File: config.mk
export PLATFORM = sky130hd
export DESIGN_NAME = cis_sequencer
export DESIGN_NICKNAME = d
export VERILOG_FILES = /design/src/cis_pkg.sv /design/src/cis_sequencer.sv
export SDC_FILE = /design/constraint.sdc
export NUM_CORES = 1
export LEC_CHECK = 0
export BUFFER_PORTS_ARGS = -buffer_cell sky130_fd_sc_hd__clkbuf_2
export CAP_MARGIN = 30
export CORE_MARGIN = 5
export CORE_UTILIZATION = 32
export DETAILED_ROUTE_END_ITERATION = 10
export PLACE_DENSITY_LB_ADDON = 0.25
export SYNTH_ARGS = -nofsm -noshare
export SYNTH_HDL_FRONTEND = slang
export SYNTH_SLANG_ARGS = --single-unit
File: constraint.sdc
create_clock -name i_clk -period 4.25 [get_ports i_clk]
set_input_delay 0.425 -clock i_clk [delete_from_list [all_inputs] [get_ports i_clk]]
set_output_delay 0.425 -clock i_clk [all_outputs]
set_load 0.03 [all_outputs]
File: src/cis_pkg.sv
// Constants and types shared by the interrupt sequencer block.
package cis_pkg;

  // ****************************************************************
  // Vector table addresses.
  // ****************************************************************
  localparam logic [15:0] VEC_RESET    = 16'h3FFE;
  localparam logic [15:0] VEC_SWTRAP   = 16'h3FFC;
  localparam logic [15:0] VEC_EXT      = 16'h3FFA;
  localparam logic [15:0] VEC_WTIMER   = 16'h3FF8;
  localparam logic [15:0] VEC_LINK     = 16'h3FF6;
  localparam logic [15:0] VEC_SERIAL   = 16'h3FF4;
  localparam logic [15:0] VEC_NTIMER   = 16'h3FF2;

  // ****************************************************************
  // Timing and reset values.
  // ****************************************************************
  localparam int          STACK_CYCLES = 10;
  localparam logic [3:0]  STACK_LAST   = 4'(STACK_CYCLES - 1);
  localparam logic        RST_MASK     = 1'b1;
  localparam logic        RST_PIN_EN   = 1'b1;
  localparam logic        RST_PORT_EN  = 1'b0;
  localparam logic        RST_FLAG     = 1'b0;
  localparam logic [7:0]  PORT_IDLE    = 8'hFF;

  // ****************************************************************
  // Sequencer states.
  // ****************************************************************
  typedef enum logic [4:0]
  {
    ST_RESET = 5'b0_0001,
    ST_RUN   = 5'b0_0010,
    ST_STACK = 5'b0_0100,
    ST_VECT  = 5'b0_1000,
    ST_PULL  = 5'b1_0000
  } cis_state_type;

endpackage : cis_pkg

File: src/cis_sequencer.sv
// Interrupt sequencer with the combined external interrupt logic.
//
// What this block does
// RL1: Requests never abort an instruction; they wait for instruction end.
// RL2: Hardware service starts only with mask clear and source enabled.
// RL3: Finish instruction, stack registers, set mask, then pick the source.
// RL4: Highest vector wins: external, wide timer, link, serial, narrow timer.
// RL5: Vectors lie from 3FF2 to 3FFF, two bytes per source.
// RL6: Latency is longest instruction plus ten stacking cycles at most.
// RL7: Return pulls registers and resumes the interrupted instruction stream.
// RL8: Reset loads the start vector 3FFE and sets the mask.
// RL9: Software trap is taken regardless of mask, vector 3FFC.
// RL10: Trap follows earlier pending requests, precedes later ones.
// RL11: All hardware sources except reset are blocked while mask is set.
// RL12: Pin, port A and port C each latch, merged into one request.
// RL13: Port groups AND their input pins; a falling edge sets the flag.
// RL14: Unused input pins of those ports must be held high externally.
// RL15: Build option picks edge only or edge plus low level on the pin.
// RL16: In level mode a sustained low also sets the pin flag.
// RL17: Each external flag is gated by its own enable.
// RL18: The external request vectors through 3FFA.
// RL19: Entering external service clears the pin latch, not port flags.
// RL20: Acknowledge write clears all three external latches.
// RL21: Port flags are read only and acknowledge reads zero.
// RL22: Software should not shift the control register.
// RL23: Pin enable is set by reset and by stop or wait; gates pin flag.
// RL24: Reset clears port enables and flags; stop and wait keep them.
// RL25: External inputs are synchronised before edge detection.
`timescale 1ns/1ps

module cis_sequencer
#(
  parameter bit LEVEL_MODE = 1'b0
)
(
  // Clock and reset.
  input  wire logic                   i_clk,
  input  wire logic                   i_rst_b,
  // Internal reset request from other blocks.
  input  wire logic                   i_int_rst,
  // External pins, asynchronous.
  input  wire logic                   i_req_pin_b,
  input  wire logic [7:0]             i_porta,
  input  wire logic [7:0]             i_portc,
  input  wire logic [7:0]             i_porta_is_in,
  input  wire logic [7:0]             i_portc_is_in,
  // Internal peripheral requests, already flag and enable qualified.
  input  wire logic                   i_wtimer_req,
  input  wire logic                   i_link_req,
  input  wire logic                   i_serial_req,
  input  wire logic                   i_ntimer_req,
  // Core handshake.
  input  wire logic                   i_instr_done,
  input  wire logic                   i_swtrap_fetch,
  input  wire logic                   i_return_fetch,
  input  wire logic                   i_mask_clear,
  input  wire logic                   i_mask_set,
  input  wire logic                   i_stop_wait,
  // Software control writes of the external control register.
  input  wire logic                   i_ctrl_wr,
  input  wire logic                   i_wr_pin_en,
  input  wire logic                   i_wr_porta_en,
  input  wire logic                   i_wr_portc_en,
  input  wire logic                   i_wr_ack,
  // Sequencer outputs to the core.
  output logic                        o_stack_go,
  output logic                        o_pull_go,
  output logic                        o_vector_go,
  output logic [15:0]                 o_vector_addr,
  output logic                        o_mask,
  // External control and status bits, read view.
  output logic                        o_pin_request_flag,
  output logic                        o_porta_request_flag,
  output logic                        o_portc_request_flag,
  output logic                        o_pin_request_enable,
  output logic                        o_porta_request_enable,
  output logic                        o_portc_request_enable,
  output logic                        o_ext_request_ack,
  output logic                        o_ext_request
);
  import cis_pkg::*;

  // ****************************************************************
  // State record.
  // ****************************************************************
  typedef struct packed
  {
    cis_state_type st;
    logic [3:0]    cnt;
    logic          trap;
    logic          trap_first;
    logic          mask;
    logic          pin_flag;
    logic          pa_flag;
    logic          pc_flag;
    logic          pin_en;
    logic          pa_en;
    logic          pc_en;
    logic [2:0]    pin_sy;
    logic [2:0]    pa_sy;
    logic [2:0]    pc_sy;
    logic          pin_old;
    logic          pa_old;
    logic          pc_old;
    logic          stack_go;
    logic          pull_go;
    logic          vector_go;
    logic [15:0]   vector;
  } cis_regs_type;

  cis_regs_type r;
  cis_regs_type next_r;

  // Port groups: AND of the input-configured pins, output pins read high.
  logic          pa_and;
  logic          pc_and;
  logic          pin_now;
  logic          pa_now;
  logic          pc_now;
  logic          pin_fall;
  logic          pa_fall;
  logic          pc_fall;
  logic          ext_req;
  logic          hw_req;

  // Unused input pins must idle high or they mask other edges.
  assign pa_and = &(i_porta | ~i_porta_is_in);  // see RL13, see RL14
  assign pc_and = &(i_portc | ~i_portc_is_in);  // see RL13

  // A change is accepted once the second and third stages agree.
  assign pin_now  = (r.pin_sy[1] == r.pin_sy[2]) ? r.pin_sy[2] : r.pin_old;
  assign pa_now   = (r.pa_sy[1] == r.pa_sy[2]) ? r.pa_sy[2] : r.pa_old;
  assign pc_now   = (r.pc_sy[1] == r.pc_sy[2]) ? r.pc_sy[2] : r.pc_old;
  assign pin_fall = r.pin_old & ~pin_now;  // see RL25
  assign pa_fall  = r.pa_old & ~pa_now;
  assign pc_fall  = r.pc_old & ~pc_now;

  // Three latches merge into one external request, each under its enable.
  assign ext_req = (r.pin_flag & r.pin_en) | (r.pa_flag & r.pa_en)
                 | (r.pc_flag & r.pc_en);  // see RL12, see RL17
  // Peripheral requests arrive already qualified by their own enables.
  assign hw_req  = ext_req | i_wtimer_req | i_link_req | i_serial_req
                 | i_ntimer_req;  // see RL2

  // ****************************************************************
  // Next-state logic.
  // ****************************************************************
  always_comb
  begin
    next_r           = r;
    next_r.stack_go  = 1'b0;
    next_r.pull_go   = 1'b0;
    next_r.vector_go = 1'b0;

    // Synchronisers; stage zero feeds only stage one.
    next_r.pin_sy  = {r.pin_sy[1:0], i_req_pin_b};  // see RL25
    next_r.pa_sy   = {r.pa_sy[1:0], pa_and};
    next_r.pc_sy   = {r.pc_sy[1:0], pc_and};
    next_r.pin_old = pin_now;
    next_r.pa_old  = pa_now;
    next_r.pc_old  = pc_now;

    // Mask control from the core instructions.
    if (i_mask_clear || i_stop_wait)
    begin
      next_r.mask = 1'b0;
    end
    else if (i_mask_set)
    begin
      next_r.mask = 1'b1;
    end

    // Enable bits written by software; stop and wait force the pin enable.
    if (i_ctrl_wr)
    begin
      next_r.pin_en = i_wr_pin_en;
      next_r.pa_en  = i_wr_porta_en;
      next_r.pc_en  = i_wr_portc_en;
    end
    if (i_stop_wait)
    begin
      next_r.pin_en = 1'b1;  // see RL23, see RL24
    end

    // Acknowledge clears all latches; port flags ignore writes.
    if (i_ctrl_wr && i_wr_ack)
    begin
      next_r.pin_flag = 1'b0;  // see RL20, see RL21
      next_r.pa_flag  = 1'b0;
      next_r.pc_flag  = 1'b0;
    end

    // Sequencer.
    case (r.st)
      ST_RESET:
      begin
        next_r.mask      = 1'b1;  // see RL8
        next_r.vector    = VEC_RESET;
        next_r.vector_go = 1'b1;
        next_r.st        = ST_RUN;
      end
      ST_RUN:
      begin
        // Decisions happen only at an instruction boundary.
        if (i_instr_done)  // see RL1
        begin
          if (i_swtrap_fetch)
          begin
            // Trap ignores the mask but yields to earlier requests.
            next_r.trap       = 1'b1;  // see RL9
            next_r.trap_first = ~(hw_req & ~r.mask);  // see RL10
            next_r.cnt        = '0;
            next_r.stack_go   = 1'b1;
            next_r.st         = ST_STACK;
          end
          else if (i_return_fetch)
          begin
            next_r.pull_go = 1'b1;  // see RL7
            next_r.st      = ST_PULL;
          end
          else if (hw_req && !r.mask)  // see RL2, see RL11
          begin
            next_r.trap     = 1'b0;
            next_r.cnt      = '0;
            next_r.stack_go = 1'b1;  // see RL3
            next_r.st       = ST_STACK;
          end
        end
      end
      ST_STACK:
      begin
        // Bounded stacking window before the vector is chosen.
        if (r.cnt == STACK_LAST)  // see RL6
        begin
          next_r.mask = 1'b1;  // see RL3
          next_r.st   = ST_VECT;
        end
        else
        begin
          next_r.cnt = r.cnt + 4'h1;
        end
      end
      ST_VECT:
      begin
        next_r.vector_go = 1'b1;
        next_r.trap      = 1'b0;
        next_r.st        = ST_RUN;
        // Earlier pending hardware requests are served before the trap.
        if (r.trap && (r.trap_first || !hw_req))
        begin
          next_r.vector = VEC_SWTRAP;  // see RL9, see RL10
        end
        else if (ext_req)  // see RL4
        begin
          next_r.vector   = VEC_EXT;  // see RL18
          next_r.pin_flag = 1'b0;  // see RL19
        end
        else if (i_wtimer_req)
        begin
          next_r.vector = VEC_WTIMER;  // see RL5
        end
        else if (i_link_req)
        begin
          next_r.vector = VEC_LINK;
        end
        else if (i_serial_req)
        begin
          next_r.vector = VEC_SERIAL;
        end
        else
        begin
          next_r.vector = VEC_NTIMER;
        end
      end
      ST_PULL:
      begin
        // The core restores the saved mask with the other registers.
        next_r.st = ST_RUN;  // see RL7
      end
      default:
      begin
        next_r.st = ST_RESET;
      end
    endcase

    // Flags set after the acknowledge and vector clears so a new event wins over them.
    if (pa_fall)
    begin
      next_r.pa_flag = 1'b1;  // see RL13
    end
    if (pc_fall)
    begin
      next_r.pc_flag = 1'b1;
    end
    // Pin flag only sets while enabled; level mode adds the low state.
    if (r.pin_en && (pin_fall || (LEVEL_MODE && !pin_now)))
    begin
      next_r.pin_flag = 1'b1;  // see RL15, see RL16, see RL23
    end

    if (i_int_rst)
    begin
      next_r.st       = ST_RESET;  // see RL8
      next_r.mask     = RST_MASK;
      next_r.pin_en   = RST_PIN_EN;
      next_r.pa_en    = RST_PORT_EN;  // see RL24
      next_r.pc_en    = RST_PORT_EN;
      next_r.pin_flag = RST_FLAG;
      next_r.pa_flag  = RST_FLAG;
      next_r.pc_flag  = RST_FLAG;
    end
  end

  // ****************************************************************
  // State register.
  // ****************************************************************
  always_ff @(posedge i_clk or negedge i_rst_b)
  begin
    if (!i_rst_b)
    begin
      r            <= '0;
      r.st         <= ST_RESET;
      r.mask       <= RST_MASK;
      r.pin_en     <= RST_PIN_EN;  // see RL23
      r.pa_en      <= RST_PORT_EN;
      r.pc_en      <= RST_PORT_EN;
      r.pin_sy     <= 3'b111;
      r.pa_sy      <= 3'b111;
      r.pc_sy      <= 3'b111;
      r.pin_old    <= 1'b1;
      r.pa_old     <= 1'b1;
      r.pc_old     <= 1'b1;
      r.vector     <= VEC_RESET;
    end
    else
    begin
      r <= next_r;
    end
  end

  // Outputs straight from the state record; ack is tied low and the request is the merged flags.
  assign o_stack_go             = r.stack_go;
  assign o_pull_go              = r.pull_go;
  assign o_vector_go            = r.vector_go;
  assign o_vector_addr          = r.vector;
  assign o_mask                 = r.mask;
  assign o_pin_request_flag     = r.pin_flag;
  assign o_porta_request_flag   = r.pa_flag;
  assign o_portc_request_flag   = r.pc_flag;
  assign o_pin_request_enable   = r.pin_en;
  assign o_porta_request_enable = r.pa_en;
  assign o_portc_request_enable = r.pc_en;
  assign o_ext_request_ack      = 1'b0;  // see RL21
  assign o_ext_request          = ext_req;

endmodule : cis_sequencer

Yosys cells after proc, flatten, opt, wreduce, memory -nomap -nowiden:

Cells that the tools add are included.
Widths: inputs -> output; s select.

* bitwise operators: 22
* eq/ne operators: 16
* add/subtract/negate cells: 1
* reductions and logical operators: 22
* mux-type cells: 42

Operators with widths (count)
* $mux 16: 4
* $pmux 17 s2: 1
* $mux 10: 2
* $mux 5: 4
* $mux 1: 19
* $not 8->8: 2
* $or 8x8->8: 2
* $reduce_and 8->1: 2
* $pmux 5 s3: 1
* $ne 3x3->1 const B: 4
* $mux 11: 1
* $mux 3: 3
* $reduce_bool 3->1: 3
* $pmux 4 s2: 1
* $reduce_bool 2->1: 4
* $and 1x1->1: 7
* $mux 7: 1
* $or 1x1->1: 6
* $reduce_and 3->1: 2
* $eq 5x1->1 const B: 1
* $eq 5x2->1 const B: 1
* $eq 5x3->1 const B: 1
* $eq 5x4->1 const B: 1
* $eq 5x5->1 const B: 1
* other kinds (15): 29

* logic and storage cells: 124
* bits in registers: 49
* input bits: 51

Depth between registers and ports, before layout:

* word-level depth: 14
* mapped depth: 6
* depth with buffers taken out: 6

Worst setup path before layout:

No wires, ideal clock.

* path kind: reg-to-reg
* start: register r, in the netlist o_pin_request_flag
* end: register r[45] (netlist bit)
* arrival time: 1813 ps
* cell stages (with the launch flop): 5
* path buffers: 0
* slack: 2334 ps
* period minus slack after synthesis: 1916 ps
* required time: 4146 ps
* cells stage by stage: dfrtp_1 -> a222oi_1 -> a31oi_1 -> o31a_1 -> o41ai_2

* word-level cells in the longest chain between the ends: 10

RTL lines
* start: declaration: RTL line cis_sequencer.sv:111 `cis_regs_type r;`
* start signal: assignment: RTL line cis_sequencer.sv:337 `r <= next_r;`
* $and 1x1->1: RTL line cis_sequencer.sv:139 `assign ext_req = (r.pin_flag & r.pin_en) | (r.pa_flag & r.pa_en)`
* $or 1x1->1: RTL line cis_sequencer.sv:139
* $or 1x1->1: RTL line cis_sequencer.sv:140 `| (r.pc_flag & r.pc_en);`
* $or 1x1->1 (3 in a row): RTL line cis_sequencer.sv:142 `assign hw_req = ext_req | i_wtimer_req | i_link_req | i_serial_req`
* $or 1x1->1: RTL line cis_sequencer.sv:143 `| i_ntimer_req;`
* $logic_and 1x1->1: RTL line cis_sequencer.sv:221 `else if (hw_req && !r.mask)`
* $ne 5x5->1 (no source line)
* $reduce_and 3->1 (no source line)

No other way between the ends.
A chain may end at the register's enable or synchronous reset.

Worst setup path after layout:

* start: register r, in the netlist o_pin_request_flag
* end: output o_ext_request

* word-level cells in the longest chain between the ends: 3

RTL lines
* $and 1x1->1: RTL line cis_sequencer.sv:139
* $or 1x1->1: RTL line cis_sequencer.sv:139
* $or 1x1->1: RTL line cis_sequencer.sv:140
* end: declaration: RTL line cis_sequencer.sv:79 `output logic o_ext_request`

No other way between the ends.

==> out/results.ini <==
[logic_synthesis]
synthXorXnorAreaFrac_pct=1.88
yosysSeqAreaShare_pct=51.1
synth_top_cell_by_area=dfstp_2
ys_async_sr_fraction_pct=100
synth-adder-area-share_pct=2.96
ys.flop_type=dfstp_2
ys_ff_latch=37
ys_types=44
synth_compound_area_share_pct=15.1
synth_simple_gate_area_share_pct=14.1
synth-warning-count=0
avgSynthCellArea_um2=9.79
synth.top_cells.by_area=dfstp_2 27%, dfrtp_1 24%, buf_4 6.9%, inv_1 4.4%, nor2_1 3.8%
synthCells=190
synthMuxAreaShare_pct=2.15
syn-cell-area_um2=1860
synth_edf_count=0
synth_top_area_share_pct=26.9
synth_top_family_by_area=compound AO/OA/AOI/OAI gates

[die]
rows=27
die_width_um=86.2
die-area_um2=7430
fp.dieH_um=86.2
start_util_pct=33.4
ioPinCount=79
core_um2=5570

[clocking]
cts_buffers=5
cts_buffer_depth=2
cts_sinks=37
clk_latency_ps=280
htreeDepth=2
cts_hold_buf=0
clock-root-buffer=clkbuf_8
tritoncts=yes
cts_setup_buffers=0
path_clk_slew_ps=70
cts_resized=0

[setup_path]
cp_max_fo=7
cp-start-kind=flip-flop
crit_path_end_kind=primary output
path_class=reg2out
arrival_ps=1730
cp.required_ps=3830

[routing]
remaining_drc_errors=0
ant_nets=0
num_vias=1475
wl_per_cell_um=11.8
vias_per_cell=4.55
routed_wl_um=3840
drtPass1Iterations=4
drt_iter0_markers=70

[flow_run]
drv_cap=0

[finish]
drive_above_1_share_pct=41.3
regArea_um2=950
layout.nets=304
num_antenna_cells=0
multiInputGateArea_um2=688
utilization_pct=41.2
nFillCells=557
syn_to_final_growth_pct=23.6
stdcell_count=324

[global_routing]
grt_first_pass_wirelength_um=6200
first_global_vias=1386
antenna_found_initial=0
grt_max_degree=38
grt-ovfl-total=0
grt_usage_pct=10.5

[timing]
setup_viol=0
finalHoldViolCount=0
finalMaxSlewViolations=0
max_freq_mhz=465
fin_crit_sh_pct=50.6
setup_tns_ps=0
skew_ps=10.0
max_slew_margin_pct=40.2
tightestPinTransition_ps=896
min_period_ps=2150
rsz0062_at_grt=no

[power]
max-vdd-ir-drop_v=0.000156
cellLeakagePower_nw=1.17
power.density_nw_per_um2=395
power.total_uw=907

[placed_design]
dpl.cell_count=316
portBuffers=74
gp_congestion=0.768
hpwlAfterDp_um=2980

[worst_hold_path]
hold_class=in2reg

[run_status]
status=finished, final reports clean

-- registers in the layout, summed over array words and instances (netlist names) --
register and cells:
next_r 6, o_mask 1, o_pin_request_enable 1, o_pin_request_flag 1, o_porta_request_enable 1, o_porta_request_flag 1, o_portc_request_enable 1, o_portc_request_flag 1
o_pull_go 1, o_stack_go 1, o_vector_addr 4, o_vector_go 1, r 17
-- path summary, 6_finish.rpt --
| path | start | to | slack (ps) | cells past startpoint |
|---|---|---|---|---|
| min reg2reg | next_r[23] | next_r[24] | 360 | 0 |
| min | i_req_pin_b | next_r[29] | 230 | 1 |
| max in group asynchronous | i_rst_b | r[41] | 3430 | 1 |
| min in group asynchronous | i_rst_b | o_portc_request_enable | 260 | 1 |
| max reg2reg | o_pin_request_flag | r[45] | 2280 | 4 |
| max | o_pin_request_flag | o_ext_request | 2100 | 3 |
-- stage by stage --
stage                     area, um^2  hold WS (ps)  setup slack [ps]
after CTS                       2300           218              2070
after global routing            2300           222              1900
final                           2300           227              2100
after global placement          2180           347              2310
after detailed placement        2180           347              2280
after floorplan                 1870           129              2330
-- final cells by class --
class                   instances  share of cell area, %
clock inverters                 1                   1.31
multi-input cells             111                   30.0
well taps                      72                   3.92
repair buffers                 74                   16.1
inverters                      22                   3.59
clock buffers                   7                   3.76
flip-flops and latches         37                   41.3
-- Yosys cell counts, types with 2 or more instances --
cell,count
mux2i_1,4
a211oi_1,3
nor3_1,6
dfstp_2,19
clkbuf_1,6
nor4_1,4
dfrtp_1,18
nand3_1,5
xor2_1,4
nor2b_1,2
buf_4,17
maj3_1,3
ha_1,2
o21ai_0,8
inv_1,22
nand2b_1,2
a22oi_1,2
nor2_1,19
nand2_1,6
a21oi_1,7
o22ai_1,8
-- placed cells by master (no fill, tap or decap), drive strengths merged, types with 3 or more instances in the layout --
cell | netlist | final
clkbuf | 6 | 81
inv | 22 | 22
nor2 | 19 | 19
dfstp | 19 | 19
dfrtp | 18 | 18
o22ai | 8 | 8
o21ai | 8 | 8
a21oi | 7 | 7
nor3 | 6 | 6
nand2 | 6 | 6
nand3 | 5 | 5
nor4 | 4 | 4
xor2 | 4 | 4
mux2i | 4 | 4
conb | 1 | 4
maj3 | 3 | 3
a211oi | 3 | 3
-- critical path, stage by stage (launching register included) --
cell	delay, ps
dfrtp_1	390
a222oi_1	740
inv_1	100
clkbuf_2	210
-- metal layers --
metal  global-route usage [%]  up-vias  share of wire, %
li1                         -      753                 -
met1                     13.8      659                46
met2                     16.2       61                44
met3                     3.33        2               9.4
met4                     3.82        0              0.70
met5                        0        -                 0
-- logic make-up (layout without fill, tap and decap cells) --
logic type      Yosys count  count (layout)
mux                       4               4
buf+inv                  45             104
fa+ha+maj                 5               5
compound gates           41              41
other cells               1               4
xor+xnor                  4               4
simple gates             53              53
flops                    37              37
-- power by group --
| part | total [mW] | leakage (nW) | internal (mW) | switching (mW) |
|---|---|---|---|---|
| combinational | 0.160 | 0.679 | 0.0717 | 0.0878 |
| clock | 0.310 | 0.0585 | 0.191 | 0.119 |
| sequential | 0.438 | 0.435 | 0.402 | 0.0359 |
| total | 0.907 | 1.17 | 0.665 | 0.242 |
(Power assumes the default switching activity.)
